`config.mk`:
```
export PLATFORM = sky130hd
export DESIGN_NAME = asi_top
export DESIGN_NICKNAME = d
export VERILOG_FILES = /design/src/asi_pkg.sv /design/src/asi_top.sv
export SDC_FILE = /design/constraint.sdc
export NUM_CORES = 1
export LEC_CHECK = 0
export ABC_AREA = 1
export BUFFER_PORTS_ARGS = -buffer_cell sky130_fd_sc_hd__buf_2
export CAP_MARGIN = 20
export CORE_MARGIN = 4
export CORE_UTILIZATION = 35
export CTS_BUF_LIST = sky130_fd_sc_hd__clkbuf_4
export DETAILED_ROUTE_END_ITERATION = 8
export MAX_ROUTING_LAYER = met4
export PLACE_DENSITY_LB_ADDON = 0.1
export SETUP_SLACK_MARGIN = 0.02
export SLEW_MARGIN = 20
export SYNTH_ARGS = -nofsm -noshare
export SYNTH_HDL_FRONTEND = slang
export SYNTH_SLANG_ARGS = --single-unit
```
`constraint.sdc`:
```
create_clock -name clk_in -period 2.5 [get_ports clk_in]
set_input_delay 0.25 -clock clk_in [delete_from_list [all_inputs] [get_ports clk_in]]
set_output_delay 0.25 -clock clk_in [all_outputs]
set_load 0.005 [all_outputs]
```
`src/asi_pkg.sv`:
```
package asi_pkg;
    // Register offsets from the module base address
    localparam logic [2:0] OFS_RATE_HI   = 3'h0;
    localparam logic [2:0] OFS_RATE_LO   = 3'h1;
    localparam logic [2:0] OFS_CTRL1     = 3'h2;
    localparam logic [2:0] OFS_CTRL2     = 3'h3;
    localparam logic [2:0] OFS_STAT1     = 3'h4;
    localparam logic [2:0] OFS_STAT2     = 3'h5;
    localparam logic [2:0] OFS_DATA_HI   = 3'h6;
    localparam logic [2:0] OFS_DATA_LO   = 3'h7;
    // Sixteen receiver ticks per bit
    localparam logic [16:0] RT_STEP      = 17'h00010;
    localparam logic [3:0]  RT_LAST      = 4'hf;
    localparam logic [3:0]  RT_S1        = 4'h7;
    localparam logic [3:0]  RT_S3        = 4'h9;
    localparam logic [3:0]  RT_COL       = 4'h9;
    localparam logic [3:0]  IR_PW_WIDE   = 4'h3;
    localparam logic [3:0]  IR_PW_NARROW = 4'h1;
    localparam logic [3:0]  BITS_8       = 4'h8;
    localparam logic [3:0]  BITS_9       = 4'h9;
    localparam logic [3:0]  FRAME_EXTRA  = 4'h2;
    // Sticky flag positions
    localparam int FL_IDLE = 0;
    localparam int FL_OVR  = 1;
    localparam int FL_NOISE = 2;
    localparam int FL_FRM  = 3;
    localparam int FL_PAR  = 4;
    localparam int FL_EDGE = 5;
    localparam int FL_COL  = 6;
    localparam int FL_BRK  = 7;
    localparam int NFLAGS  = 8;
    typedef enum logic [2:0] {TX_IDLE, TX_START, TX_DATA, TX_PAR, TX_STOP} asi_tx_state_t;
    typedef enum logic [2:0] {RX_IDLE, RX_START, RX_DATA, RX_PAR, RX_STOP} asi_rx_state_t;
endpackage

```
`src/asi_top.sv`:
```
`timescale 1ns/1ns
// Overview of operation
// - Transmit pin rests high between characters in NRZ and infrared formats.
// - Transmit pin is released (enable low) whenever the transmitter is off.
// - Continuous high on the receive line means idle.
// - Disabled receiver ignores the receive pin; NRZ collision checking still reads it.
// - Behaviour is identical in every chip operating mode.
// - Run, wait and stop power states are supported.
// - Registers sit at base plus fixed per-register offsets.
// - Full duplex on two pins or half duplex on one wire.
// - Standard format sends NRZ mark/space levels.
// - Selectable infrared RZI format with programmable pulse width.
// - Bit rate comes from a 16-bit divisor.
// - Characters carry 8 or 9 data bits.
// - Transmitter and receiver enable independently.
// - Transmit and receive polarity each programmable.
// - Optional parity bit, even or odd, appended on transmit.
// - Standby receiver wakes on idle line or address-marked character.
// - Flags: tx empty, tx complete, rx full, idle, overrun, noise, framing, parity.
// - Active receive edge raises a flag for wakeup.
// - In NRZ format the transmitter compares sent and line bit, flags collision.
// - Receiver detects a break and flags it.
// - Stop bit found low gives a framing error.
// - Infrared off: bit rate is clock over full divisor.
// - Infrared on: bit rate is clock over twice divisor bits 15..1.
// - Rate generator stops when upper divisor bits are all zero.
// - Reserved locations ignore writes and read zero.
module asi_top (
    input  wire logic        clk_in,
    input  wire logic        rst_n_in,
    input  wire logic [15:0] rate_divisor_in,
    input  wire logic        infrared_select_in,
    input  wire logic        ir_narrow_in,
    input  wire logic        nine_bit_in,
    input  wire logic        tx_en_in,
    input  wire logic        rx_en_in,
    input  wire logic        tx_inv_in,
    input  wire logic        rx_inv_in,
    input  wire logic        parity_en_in,
    input  wire logic        parity_odd_in,
    input  wire logic        single_wire_in,
    input  wire logic        wake_addr_in,
    input  wire logic        standby_set_in,
    input  wire logic        stop_in,
    input  wire logic        wait_in,
    input  wire logic        wait_halt_in,
    input  wire logic [8:0]  tx_data_in,
    input  wire logic        tx_write_in,
    input  wire logic        rx_read_in,
    input  wire logic [7:0]  flag_clear_in,
    input  wire logic        rxd_in,
    input  wire logic        txd_in,
    output logic             txd_out,
    output logic             txd_oe_out,
    output logic [8:0]       rx_data_out,
    output logic             tx_empty_out,
    output logic             tx_done_out,
    output logic             rx_full_out,
    output logic             standby_out,
    output logic [7:0]       flags_out
);
    ////////////////////////////////////////////////////////////////////////
    // No mode input: behaviour never depends on chip operating mode
    // Offsets live in asi_pkg; no bus, so no reserved decode here
    // Stop freezes the rate generator; wait does so if asked
    logic        run;
    logic        rate_off;
    logic [15:0] div;
    logic [16:0] acc_q, acc_d, sum;
    logic        tick_q, tick_d;
    logic [3:0]  nbits;
    logic [8:0]  dmask;
    logic        rx_line;

    assign run   = ~stop_in & ~(wait_in & wait_halt_in);
    assign nbits = nine_bit_in ? asi_pkg::BITS_9 : asi_pkg::BITS_8;
    assign dmask = nine_bit_in ? 9'h1ff : 9'h0ff;
    // Single-wire reads the transmit pin; polarity applied
    assign rx_line = (single_wire_in ? txd_in : rxd_in) ^ rx_inv_in;
    assign div = infrared_select_in ? {rate_divisor_in[15:1], 1'b0} : rate_divisor_in;
    assign rate_off = infrared_select_in ? ~|rate_divisor_in[15:5] : ~|rate_divisor_in[15:4];
    assign sum = acc_q + asi_pkg::RT_STEP;

    // Fractional accumulator: sixteen ticks per divisor clocks
    always_comb begin
        acc_d  = sum;
        tick_d = 1'b0;
        if (rate_off || !(tx_en_in || rx_en_in) || !run) begin
            acc_d = '0;
        end else if (sum >= {1'b0, div}) begin
            acc_d  = sum - {1'b0, div};
            tick_d = 1'b1;
        end
    end

    always_ff @(posedge clk_in or negedge rst_n_in) begin
        if (!rst_n_in) begin
            acc_q  <= '0;
            tick_q <= 1'b0;
        end else begin
            acc_q  <= acc_d;
            tick_q <= tick_d;
        end
    end

    ////////////////////////////////////////////////////////////////////////
    // Transmitter
    asi_pkg::asi_tx_state_t tx_st_q, tx_st_d;
    logic [3:0] tx_rt_q, tx_rt_d, tx_cnt_q, tx_cnt_d, pw;
    logic [8:0] tx_buf_q, tx_buf_d, tx_sh_q, tx_sh_d;
    logic       tdre_q, tdre_d, tc_q, tc_d, txd_q, txd_d, oe_q, oe_d;
    logic       tx_bit, col_set;

    assign pw = ir_narrow_in ? asi_pkg::IR_PW_NARROW : asi_pkg::IR_PW_WIDE;

    // Bit on the line per state
    always_comb begin
        case (tx_st_q)
            asi_pkg::TX_START: tx_bit = 1'b0;
            asi_pkg::TX_DATA:  tx_bit = tx_sh_q[tx_cnt_q];
            asi_pkg::TX_PAR:   tx_bit = ^(tx_sh_q & dmask) ^ parity_odd_in;
            default:           tx_bit = 1'b1;
        endcase
    end

    always_comb begin
        tx_st_d  = tx_st_q;
        tx_rt_d  = tx_rt_q;
        tx_cnt_d = tx_cnt_q;
        tx_buf_d = tx_buf_q;
        tx_sh_d  = tx_sh_q;
        tdre_d   = tdre_q;
        col_set  = 1'b0;
        // Writes while the buffer is full are dropped
        if (tx_write_in && tdre_q) begin
            tx_buf_d = tx_data_in;
            tdre_d   = 1'b0;
        end
        // Transmitter runs on its own enable
        if (!tx_en_in) begin
            tx_st_d = asi_pkg::TX_IDLE;
        end else if (tick_q) begin
            case (tx_st_q)
                asi_pkg::TX_IDLE: begin
                    if (!tdre_q) begin
                        tx_sh_d = tx_buf_q;
                        tdre_d  = 1'b1;
                        tx_st_d = asi_pkg::TX_START;
                        tx_rt_d = '0;
                    end
                end
                default: begin
                    tx_rt_d = tx_rt_q + 4'h1;
                    // Collision: line differs from sent bit mid-bit
                    if (!infrared_select_in && tx_rt_q == asi_pkg::RT_COL && rx_line != tx_bit) begin
                        col_set = 1'b1;
                    end
                    if (tx_rt_q == asi_pkg::RT_LAST) begin
                        case (tx_st_q)
                            asi_pkg::TX_START: begin
                                tx_st_d  = asi_pkg::TX_DATA;
                                tx_cnt_d = '0;
                            end
                            asi_pkg::TX_DATA: begin
                                if (tx_cnt_q == nbits - 4'h1) begin
                                    tx_st_d = parity_en_in ? asi_pkg::TX_PAR : asi_pkg::TX_STOP;
                                end else begin
                                    tx_cnt_d = tx_cnt_q + 4'h1;
                                end
                            end
                            asi_pkg::TX_PAR: tx_st_d = asi_pkg::TX_STOP;
                            default:         tx_st_d = asi_pkg::TX_IDLE;
                        endcase
                    end
                end
            endcase
        end
        tc_d = (tx_st_d == asi_pkg::TX_IDLE) && tdre_d;
        // NRZ level, or low pulse of pw ticks per zero bit
        txd_d = (infrared_select_in ? (tx_bit | (tx_rt_q >= pw)) : tx_bit) ^ tx_inv_in;
        oe_d = tx_en_in;
    end

    always_ff @(posedge clk_in or negedge rst_n_in) begin
        if (!rst_n_in) begin
            tx_st_q  <= asi_pkg::TX_IDLE;
            tx_rt_q  <= '0;
            tx_cnt_q <= '0;
            tx_buf_q <= '0;
            tx_sh_q  <= '0;
            tdre_q   <= 1'b1;
            tc_q     <= 1'b1;
            txd_q    <= 1'b1;
            oe_q     <= 1'b0;
        end else begin
            tx_st_q  <= tx_st_d;
            tx_rt_q  <= tx_rt_d;
            tx_cnt_q <= tx_cnt_d;
            tx_buf_q <= tx_buf_d;
            tx_sh_q  <= tx_sh_d;
            tdre_q   <= tdre_d;
            tc_q     <= tc_d;
            txd_q    <= txd_d;
            oe_q     <= oe_d;
        end
    end

    ////////////////////////////////////////////////////////////////////////
    // Receiver
    asi_pkg::asi_rx_state_t rx_st_q, rx_st_d;
    logic [3:0] rx_rt_q, rx_rt_d, rx_cnt_q, rx_cnt_d, flen;
    logic [8:0] rx_sh_q, rx_sh_d, rx_dat_q, rx_dat_d;
    logic [2:0] smp_q, smp_d;
    logic [7:0] icnt_q, icnt_d;
    logic       lows_q, lows_d, perr_q, perr_d, rdrf_q, rdrf_d;
    logic       stby_q, stby_d, iarm_q, iarm_d, line_q;
    logic       maj, noisy, bitv, mark, deliver, frame_end;
    logic [7:0] fset, flag_q, flag_d;

    assign maj   = (smp_q[0] & smp_q[1]) | (smp_q[0] & smp_q[2]) | (smp_q[1] & smp_q[2]);
    assign noisy = !infrared_select_in && (smp_q != 3'h0) && (smp_q != 3'h7);
    // Infrared zero is any low pulse in the bit
    assign bitv  = infrared_select_in ? ~lows_q : maj;
    assign flen  = nbits + asi_pkg::FRAME_EXTRA + {3'h0, parity_en_in};
    assign mark  = nine_bit_in ? rx_sh_q[8] : rx_sh_q[7];
    // Address mark wakes a standby receiver
    assign deliver   = !stby_q || (wake_addr_in && mark);
    assign frame_end = rx_en_in && tick_q && rx_st_q == asi_pkg::RX_STOP && rx_rt_q == asi_pkg::RT_LAST;

    always_comb begin
        rx_st_d  = rx_st_q;
        rx_rt_d  = rx_rt_q;
        rx_cnt_d = rx_cnt_q;
        rx_sh_d  = rx_sh_q;
        rx_dat_d = rx_dat_q;
        smp_d    = smp_q;
        lows_d   = lows_q;
        perr_d   = perr_q;
        icnt_d   = icnt_q;
        iarm_d   = iarm_q;
        rdrf_d   = rdrf_q & ~rx_read_in;
        stby_d   = stby_q | standby_set_in;
        fset     = '0;
        fset[asi_pkg::FL_COL] = col_set;
        if (rx_en_in && line_q && !rx_line) begin
            fset[asi_pkg::FL_EDGE] = 1'b1;
        end
        // Disabled receiver holds idle and raises nothing
        if (!rx_en_in) begin
            rx_st_d = asi_pkg::RX_IDLE;
            icnt_d  = '0;
        end else if (tick_q) begin
            case (rx_st_q)
                asi_pkg::RX_IDLE: begin
                    if (!rx_line) begin
                        rx_st_d = asi_pkg::RX_START;
                        rx_rt_d = '0;
                        // A narrow start pulse may be this one sample
                        lows_d  = 1'b1;
                        icnt_d  = '0;
                    end else if (iarm_q) begin
                        // A frame's worth of high ticks is idle
                        if (icnt_q == {flen, 4'h0}) begin
                            iarm_d = 1'b0;
                            // Idle wakeup, no flag while asleep
                            if (stby_q) begin
                                stby_d = wake_addr_in;
                            end else begin
                                fset[asi_pkg::FL_IDLE] = 1'b1;
                            end
                        end else begin
                            icnt_d = icnt_q + 8'h01;
                        end
                    end
                end
                default: begin
                    rx_rt_d = rx_rt_q + 4'h1;
                    lows_d  = lows_q | ~rx_line;
                    if (rx_rt_q >= asi_pkg::RT_S1 && rx_rt_q <= asi_pkg::RT_S3) begin
                        smp_d[rx_rt_q[1:0] - 2'h3] = rx_line;
                    end
                    if (rx_rt_q == asi_pkg::RT_LAST) begin
                        // This sample already opens the next bit
                        lows_d = ~rx_line;
                        if (noisy && !stby_q) begin
                            fset[asi_pkg::FL_NOISE] = 1'b1;
                        end
                        case (rx_st_q)
                            asi_pkg::RX_START: begin
                                rx_st_d  = bitv ? asi_pkg::RX_IDLE : asi_pkg::RX_DATA;
                                rx_cnt_d = '0;
                            end
                            asi_pkg::RX_DATA: begin
                                rx_sh_d[rx_cnt_q] = bitv;
                                if (!nine_bit_in) begin
                                    rx_sh_d[8] = 1'b0;
                                end
                                perr_d = 1'b0;
                                if (rx_cnt_q == nbits - 4'h1) begin
                                    rx_st_d = parity_en_in ? asi_pkg::RX_PAR : asi_pkg::RX_STOP;
                                end else begin
                                    rx_cnt_d = rx_cnt_q + 4'h1;
                                end
                            end
                            asi_pkg::RX_PAR: begin
                                perr_d  = bitv ^ (^(rx_sh_q & dmask)) ^ parity_odd_in;
                                rx_st_d = asi_pkg::RX_STOP;
                            end
                            default: begin
                                rx_st_d = asi_pkg::RX_IDLE;
                                iarm_d  = 1'b1;
                                icnt_d  = '0;
                                if (deliver) begin
                                    stby_d = 1'b0;
                                    // Unread character is kept, new one lost
                                    if (rdrf_q && !rx_read_in) begin
                                        fset[asi_pkg::FL_OVR] = 1'b1;
                                    end else begin
                                        rdrf_d   = 1'b1;
                                        rx_dat_d = rx_sh_q;
                                    end
                                    fset[asi_pkg::FL_FRM] = ~bitv;
                                    fset[asi_pkg::FL_PAR] = parity_en_in & perr_q;
                                    // All-zero frame with low stop is a break
                                    fset[asi_pkg::FL_BRK] = ~bitv & ~|rx_sh_q;
                                end
                            end
                        endcase
                    end
                end
            endcase
        end
    end

    always_ff @(posedge clk_in or negedge rst_n_in) begin
        if (!rst_n_in) begin
            rx_st_q  <= asi_pkg::RX_IDLE;
            rx_rt_q  <= '0;
            rx_cnt_q <= '0;
            rx_sh_q  <= '0;
            rx_dat_q <= '0;
            smp_q    <= '0;
            lows_q   <= 1'b0;
            perr_q   <= 1'b0;
            icnt_q   <= '0;
            iarm_q   <= 1'b0;
            rdrf_q   <= 1'b0;
            stby_q   <= 1'b0;
            line_q   <= 1'b1;
        end else begin
            rx_st_q  <= rx_st_d;
            rx_rt_q  <= rx_rt_d;
            rx_cnt_q <= rx_cnt_d;
            rx_sh_q  <= rx_sh_d;
            rx_dat_q <= rx_dat_d;
            smp_q    <= smp_d;
            lows_q   <= lows_d;
            perr_q   <= perr_d;
            icnt_q   <= icnt_d;
            iarm_q   <= iarm_d;
            rdrf_q   <= rdrf_d;
            stby_q   <= stby_d;
            line_q   <= rx_line;
        end
    end

    ////////////////////////////////////////////////////////////////////////
    // Sticky flags; a set in the clearing cycle wins
    for (genvar i = 0; i < asi_pkg::NFLAGS; i++) begin : g_flag
        always_comb begin
            flag_d[i] = fset[i] | (flag_q[i] & ~flag_clear_in[i]);
        end
        always_ff @(posedge clk_in or negedge rst_n_in) begin
            if (!rst_n_in) begin
                flag_q[i] <= 1'b0;
            end else begin
                flag_q[i] <= flag_d[i];
            end
        end
    end

    assign txd_out      = txd_q;
    assign txd_oe_out   = oe_q;
    assign rx_data_out  = rx_dat_q;
    assign tx_empty_out = tdre_q;
    assign tx_done_out  = tc_q;
    assign rx_full_out  = rdrf_q;
    assign standby_out  = stby_q;
    assign flags_out    = flag_q;
endmodule // asi_top

```
# == Yosys cells after proc, flatten, opt, wreduce, memory -nomap -nowiden ==
# Index checks and enable logic that the tools add are counted.
# word_totals
n_memories,0
rom_bits,0
regBits,105
word_cells,300
latchBits,0
ramBits,0
# classes
addsub,11
shifts,0
n_bitwise,55
div_mod_pow,0
magnitude_cmp,9
mux,113
reduce_logical,53
n_eq_ne,27
n_mul,0
# op_table
cell,n
$mux W1,64
$mux W8,8
$mux W3,13
$mux W17,2
$mux W4,8
$reduce_and A5 Y1,4
$not A1 Y1,19
$and A9 B9 Y9,2
$pmux W3 S3,2
$reduce_xor A9 Y1,2
$add A17 B5 Y17 const B,1
$ge A17 B16 Y1,1
$sub A17 B16 Y17,1
$add A4 B1 Y4 const B,4
$and A1 B1 Y1,16
$pmux W4 S2,2
$logic_and A1 B1 Y1,14
$or A1 B1 Y1,13
$eq A3 B2 Y1 const B,4
$eq A4 B4 Y1 const B,3
$reduce_and A4 Y1,3
$reduce_and A6 Y1,2
$reduce_or A12 Y1,1
$reduce_or A11 Y1,1
other kinds (43),78

# == Depth between registers and ports, before layout ==
# Gate-level depths: netlist of run 1.
# depth
word_depth,13
depth_mapped,19

# == Worst setup path after synthesis of run 1 ==
# Ideal clock, no wire load.
# synth_path
kind,reg-to-reg
start,register acc_q[4]
end,register acc_q[14]
setup_ns,0.118
t_arrival_ns,2.462
path_buffers,1
synth_period_minus_slack_ns,2.580
path_stages_with_launch,20
slack_ns,-0.080
required_time_ns,2.382
path_cell_list,dfrtp_1 ha_1 nand2_1 nor2_2 nand3_1 nor3_1 xnor2_1 inv_1 ha_1 nand2_1 nor2_2 inv_1 o21a_1 nand2_2 nand2_4 nand2_4 nor2_4 buf_6 nand2_1 nand2_1
# synth_between
elab_chain_len,4
word_cells_on_any_way,5
cone_classes,2 x add/sub; 1 x order compare; 2 x mux
# synth_rtl
item,line,text
"start, declared",asi_top.sv:69,"logic [16:0] acc_q, acc_d, sum;"
"start signal, assigned",asi_top.sv:98,acc_q <= '0;
"start signal, assigned",asi_top.sv:101,acc_q <= acc_d;
$add A17 B5 Y17 *,asi_top.sv:82,assign sum = acc_q + asi_pkg::RT_STEP;
$sub A17 B16 Y17 or $ge A17 B16 Y1 (tied branches),"asi_top.sv:91, asi_top.sv:90",
$mux W17 *,asi_top.sv:90,"end else if (sum >= {1'b0, div}) begin"
$mux W17 *,asi_top.sv:88,if (rate_off || !(tx_en_in || rx_en_in) || !run) begin
net acc_d[14],asi_top.sv:69,
# The timed path passes the listed nets; every way through them passes the cells marked *.
# A chain may end at the register's enable or synchronous reset.

# == Worst setup path after layout of run 1 ==
# layout_path
start,register acc_q[5]
end,register acc_q[7]
# Same word-level chain as after synthesis.

==> results.py, run 1 <==
metrics = {
    "setup_path": {
        "cp.arrival_ns": 3.15,
        "worst_ep_required_time_ns": 2.94,
        "criticalPathCategory": "reg2reg",
        "cp_max_fo": 4,
        "end_kind": "flop",
        "critPathLaunchType": "flop",
    },
    "clock_network": {
        "root_buffer": "clkbuf_4",
        "numClockSinks": 105,
        "clkLatencyLatePin_ns": 0.50,
        "cts_tree": "built",
        "clk_pin_slew_worst_paths_ns": 0.16,
        "cts_buffer_depth": 2,
        "cts-buffers-inserted": 9,
        "htree_levels": 3,
    },
    "placement": {
        "gp_congestion": 0.848,
        "dpl_cell_area_sq_mm": 0.00778,
        "pre_cts_ws_ns": -0.268,
        "dp.final_hpwl_um": 13400,
        "port_buffers": 76,
    },
    "synth": {
        "synth_top_family_by_area": "simple AND/OR/NAND/NOR gates",
        "synth_warnings": 0,
        "synthMuxAreaShare": 0.0167,
        "syn_area_sq_mm": 0.00675,
        "synth-seq-area-share": 0.390,
        "netlist.area_leader.share": 0.375,
        "syn-num-nets": 983,
        "synthFlopType": "dfrtp_1",
        "yosysUniqueCellTypes": 50,
        "synth_seq_cells": 105,
        "avgSynthCellArea_sq_um": 7.58,
        "synth_fa_ha_area_frac": 0.0734,
        "synth-edff-count": 0,
        "synth_compound_area_frac": 0.115,
        "yosys.area.top_type": "dfrtp_1",
        "postSynthCellCount": 890,
        "ys_async_sr_fraction": 1.00,
        "synthTopCellsByArea": "dfrtp_1 37%, nand2_1 12%, inv_1 7.6%, ha_1 7.0%, nand3_1 4.8%",
        "synthXorXnorAreaFrac": 0.0441,
        "yosys.area_share.simple": 0.265,
    },
    "sta": {
        "final_max_slew_viol_count": 0,
        "fin_crit_ns": 2.70,
        "max_freq_mhz": 370,
        "setup_viol": 18,
        "period_share": 1.08,
        "clock_skew_ns": 0.0182,
        "rsz0062_at_grt": "true",
        "worst_pin_slew_ns": 0.654,
        "max-slew-margin-rel": 0.564,
        "setup_ws_ns": -0.201,
        "hold_violations": 0,
    },
    "floorplan": {
        "initial_core_util": 0.358,
        "core_sq_mm": 0.0188,
        "die_w_um": 147,
        "fp.dieH_um": 147,
        "rows": 50,
        "die_area_sq_mm": 0.0216,
        "ios": 77,
    },
    "detailed_routing": {
        "dr.pass1.iters": 5,
        "routed_wl_um": 17600,
        "dr.first_iter.drc_count": 309,
        "num_vias": 6039,
        "drc": 0,
        "wl_per_cell_um": 13.4,
        "vias_per_cell": 4.60,
        "antenna_left": 0,
    },
    "cells_and_area": {
        "fillers": 1973,
        "synthToLayoutAreaGrowth_pct": 24.5,
        "drive_gt1_frac": 0.225,
        "layout_common_cells": "204 x nand2_1, 134 x inv_1, 101 x dfrtp_1, 75 x buf_2, 62 x nand3_1",
        "final_common_cell": "nand2_1",
        "stdcell_area_sq_mm": 0.00840,
        "layout.nets": 1139,
    },
    "global_route": {
        "grt_antenna_before_repair": 1,
        "globalRouteMet2Util": 0.277,
        "overflow": 0,
        "grt_max_degree": 106,
        "first_global_vias": 5893,
        "gr-usage-all-layers": 0.172,
        "grt_busiest_layer": "met2",
        "grt_pass1_wl_um": 29200,
        "grt_util_met3": 0.0345,
        "use_met1": 0.221,
    },
    "flow_run": {
        "drv_cap": 0,
    },
    "outcome": {
        "violations": "setup timing",
        "status": "complete, but fails checks",
    },
    "pwr": {
        "total_power_w": 0.00369,
        "ir_drop_uv": 210,
        "p_per_area_mw_per_mm2": 440,
        "p_leak_nw": 4.43,
    },
    "worst_hold_path": {
        "min_path_type": "in2reg",
    },
}
## final cells by class
class,count,area [sq um],share of cell area
inverters,156,593,0.0706
repair buffers,153,1060,0.126
well taps,260,325,0.0387
clock inverters,7,119,0.0142
diodes,1,2.50,0.000298
clock buffers,9,67.6,0.00805
flip-flops and latches,105,2630,0.313
multi-input cells,621,3600,0.429
## final timing paths
kind                                end  depth (start not counted)  slack, ns    startpoint
max                            acc_q[7]                         18      -0.20      acc_q[5]
min                         rx_full_out                          4       0.05    rx_read_in
max reg2reg                    acc_q[7]                         18      -0.20      acc_q[5]
min reg2reg                flags_out[6]                          2       0.51  flags_out[6]
max in group asynchronous    tx_sh_q[8]                          3       1.67      rst_n_in
min in group asynchronous     acc_q[14]                          3       0.33      rst_n_in
## per-layer routing
layer,vias up,part of all wire
met5,-,0
met4,0,0.024
met3,19,0.040
met2,101,0.46
met1,2739,0.47
li1,3180,-
## critical path, cell delays in order (launching register included)
cell and delay, ns:
dfrtp_1 0.39, ha_2 0.20, nand2_2 0.07, nor2_4 0.15, nand3_2 0.10, buf_4 0.14
xor2_1 0.13, inv_1 0.11, ha_4 0.22, a21oi_1 0.18, o21a_1 0.18, o21a_1 0.17
nand2_2 0.08, nand2_4 0.10, nand2_4 0.07, nor2_4 0.12, buf_4 0.15, nand2_1 0.04
nand2_1 0.06
## kinds of logic (layout without fill, tap and decap cells)
kind of cell,Yosys count,after routing
buf+inv,164,325
flops,105,105
xor+xnor,34,34
simple gates,398,398
mux,10,10
fa+ha+maj,39,39
compound gates,140,140
other cells,0,1
## metrics by stage
stage | hold slack (ns) | TNS (ns) | std cells | util
finish | 0.0523 | -2.99 | 1312 | 0.446
global route | 0.0209 | -5.70 | 1312 | 0.446
CTS | 0.0159 | -1.29 | 1306 | 0.443
detailed placement | 0.389 | -3.73 | 1261 | 0.413
global placement | 0.393 | -2.38 | 1261 | 0.413
floorplan | -0.0456 | 0 | 890 | -
## where the power goes
group | switching (W) | leakage (nW) | internal [W] | total, W
registers | 0.0000650 | 1.27 | 0.00178 | 0.00184
clock network | 0.000673 | 0.0993 | 0.000438 | 0.00111
logic | 0.000470 | 3.06 | 0.000271 | 0.000741
total | 0.00121 | 4.43 | 0.00249 | 0.00369
## repair_timing
item,4_1_cts,5_1_grt
pin swaps,6,8
hold buffers,21,0
cloned,0,0
setup buffers,8,5
resized for setup,19,8
hold endpoints to repair,122,0
endpoints found under the setup margin,18,18
## sequential cells by signal, summed over array words and instances, names as in the netlist, 8 cells and up
| name | cells |
|---|---|
| acc_q | 17 |
| rx_data_out | 9 |
| rx_sh_q | 9 |
| tx_buf_q | 9 |
| tx_sh_q | 9 |
| flags_out | 8 |
| icnt_q | 8 |
## synthesized netlist by cell type (2+ instances only)
cell type,instances
ha_1,38
nor2_2,6
or2_2,3
nand2_1,212
dfstp_2,4
nor2_1,50
inv_2,17
o21a_1,2
xnor2_1,9
o21bai_1,3
a211oi_1,2
mux2_2,9
nand4_1,14
buf_2,4
o21ai_0,55
dfrtp_1,101
a21oi_1,37
nor4_1,2
o32ai_1,3
nor2_4,4
a31oi_1,5
and2_1,2
nand2_2,10
nand3_2,2
o21ai_1,21
nand3_1,65
o22ai_1,5
inv_1,136
nand3b_1,4
buf_6,2
xor2_1,25
nand2_4,3
nor3_1,18
(Power assumes the default switching activity.)
==> run 2: changes to the inputs <==
Settings changed: CORE_UTILIZATION 35 to 55.
==> run 2 against run 1 <==
Register-to-register slack better by 0.10 ns. The run still ends with setup timing left. Combinational power down 1%. Via count rose by 0.13%. Highest routed layer unchanged.
==> results.py, run 2 (synthesis gave the netlist of run 1 again) <==
metrics = {
    "cells_and_area": {
        "multi_input_area_sq_mm": 0.00362,
        "fillers": 1082,
        "largest_reg_flops": 17,
        "layout_common_cells": "200 x nand2_1, 133 x inv_1, 101 x dfrtp_1, 75 x buf_2, 63 x nand3_1",
        "stdcell_area_sq_mm": 0.00813,
        "top_register": "acc_q",
        "synthToLayoutAreaGrowth_pct": 20.4,
        "n_antenna_cell": 0,
        "post-route-util": 0.676,
        "drive_gt1_frac": 0.221,
        "register_area_sq_mm": 0.00263,
        "final_common_cell": "nand2_1",
        "layout.nets": 1126,
    },
    "floorplan": {
        "fp.dieH_um": 119,
        "die_area_sq_mm": 0.0141,
        "die_w_um": 119,
        "initial_core_util": 0.562,
        "rows": 40,
        "ios": 77,
        "core_sq_mm": 0.0120,
    },
    "detailed_routing": {
        "wl_per_cell_um": 13.4,
        "vias_per_cell": 5.10,
        "antenna_left": 0,
        "routed_wl_um": 15900,
        "dr.first_iter.drc_count": 357,
        "num_vias": 6047,
        "dr.pass1.iters": 5,
        "drc": 0,
    },
    "sta": {
        "final_max_slew_viol_count": 0,
        "fin_tns_setup_ns": -1.17,
        "period_share": 1.04,
        "clock_skew_ns": 0.0194,
        "worst_pin_slew_ns": 0.616,
        "fin_crit_ns": 2.60,
        "max-slew-margin-rel": 0.589,
        "rsz0062_at_grt": "true",
        "hold_violations": 0,
        "max_freq_mhz": 385,
        "setup_viol": 17,
        "setup_ws_ns": -0.101,
    },
    "clock_network": {
        "cts-buffers-inserted": 9,
        "htree_levels": 3,
        "cts_tree": "built",
        "clkLatencyLatePin_ns": 0.48,
        "root_buffer": "clkbuf_4",
        "numClockSinks": 105,
        "clk_pin_slew_worst_paths_ns": 0.16,
        "cts_buffer_depth": 2,
    },
    "pwr": {
        "ir_drop_uv": 360,
        "p_per_area_mw_per_mm2": 431,
        "p_leak_nw": 4.35,
        "total_power_w": 0.00350,
    },
    "placement": {
        "port_buffers": 76,
        "gp_congestion": 0.925,
        "dp.final_hpwl_um": 12200,
        "dpl_cell_area_sq_mm": 0.00757,
    },
    "flow_run": {
        "drv_cap": 0,
    },
    "setup_path": {
        "crit_chain": "ha_2 > nand2_2 > nor2_4 > nand3_2 > nor3_2 > xnor2_1 > inv_1 > ha_4 > inv_2 > o21bai_1 > nor2_1 > o21a_1 > nand2_2 > nand2_4 > nand2_4 > nor2_4 > buf_6 > nand2_1 > nand2_1",
        "cpMaxStageDelayCell": "dfrtp_1",
        "worst_path_dominant_cell_family": "simple AND/OR/NAND/NOR gates",
        "cp_max_fo": 6,
        "crit_path_max_incr_delay_ns": 0.38,
        "critPathLaunchType": "flop",
        "r2r_start": "acc_q[4]",
        "crit_start": "acc_q[4]",
        "cp.arrival_ns": 3.03,
        "end_kind": "flop",
        "worst_ep_required_time_ns": 2.93,
        "cp_num_buf_inv": 3,
        "criticalPathCategory": "reg2reg",
    },
    "global_route": {
        "grt_max_degree": 46,
        "overflow": 0,
        "gr-usage-all-layers": 0.240,
        "grt_antenna_before_repair": 0,
        "grt_pass1_wl_um": 26700,
        "first_global_vias": 5715,
    },
    "outcome": {
        "status": "complete, but fails checks",
        "violations": "setup timing",
    },
    "worst_hold_path": {
        "min_path_type": "in2reg",
        "worstHoldStart": "rx_read_in",
    },
}
run 2: cell count changes in the layout (fill, tap and decap cells not counted), moves of 2 or more:
cell and delta:
nand2_2 +4, clkbuf_4 +2, inv_8 -2, buf_6 -2, nand2_1 -4, buf_4 -11
run 2: layer usage:
metal,up-vias,GRT usage,part of all wire
met3,18,0.0388,0.041
met1,2746,0.327,0.48
li1,3155,-,-
met2,128,0.374,0.46
met5,-,-,0
met4,0,0.0652,0.014
run 2: through the flow:
stage,hold slack (ns),setup slack (ns),std cells
floorplan,-0.0456,0.0183,890
global placement,0.294,-0.107,1140
detailed placement,0.298,-0.189,1140
CTS,0.0380,-0.0544,1184
global route,0.0298,-0.336,1185
finish,0.0772,-0.101,1185
run 2: tightest hold or removal path, stage by stage:
cell     delay (ns)
buf_2          0.07
inv_1          0.03
nand2_1        0.11
nand2_1        0.07
run 2: cell type report:
cell class                      count  share of cell area
Timing Repair Buffer              140               0.117
Clock inverter                      5             0.00785
Inverter                          156              0.0730
Tap cell                          147              0.0226
Sequential cell                   105               0.324
Clock buffer                       11              0.0102
Multi-Input combinational cell    621               0.445
run 2: path summary, 6_finish.rpt:
path                                to  slack (ns)  cells past startpoint
max                           acc_q[7]       -0.10                     19
min                        rx_full_out        0.08                      4
max reg2reg                   acc_q[7]       -0.10                     19
min reg2reg                 tx_sh_q[3]        0.50                      2
max in group asynchronous      txd_out        1.51                      3
min in group asynchronous    acc_q[13]        0.30                      2
run 2: timing repair:
| item | in CTS | in global routing |
|---|---|---|
| endpoints found under the hold margin | 60 | 0 |
| hold buffers | 21 | 0 |
| setup buffers | 7 | 1 |
| gates resized for setup | 20 | 12 |
| pin swaps | 7 | 11 |
| setup endpoints to repair | 18 | 18 |
run 2: report_power, final:
part           leakage (nW)  switching (W)  internal, W
sequential             1.27      0.0000640      0.00178
combinational          2.99       0.000460     0.000271
clock                0.0834       0.000593     0.000339
total                  4.35        0.00112      0.00239
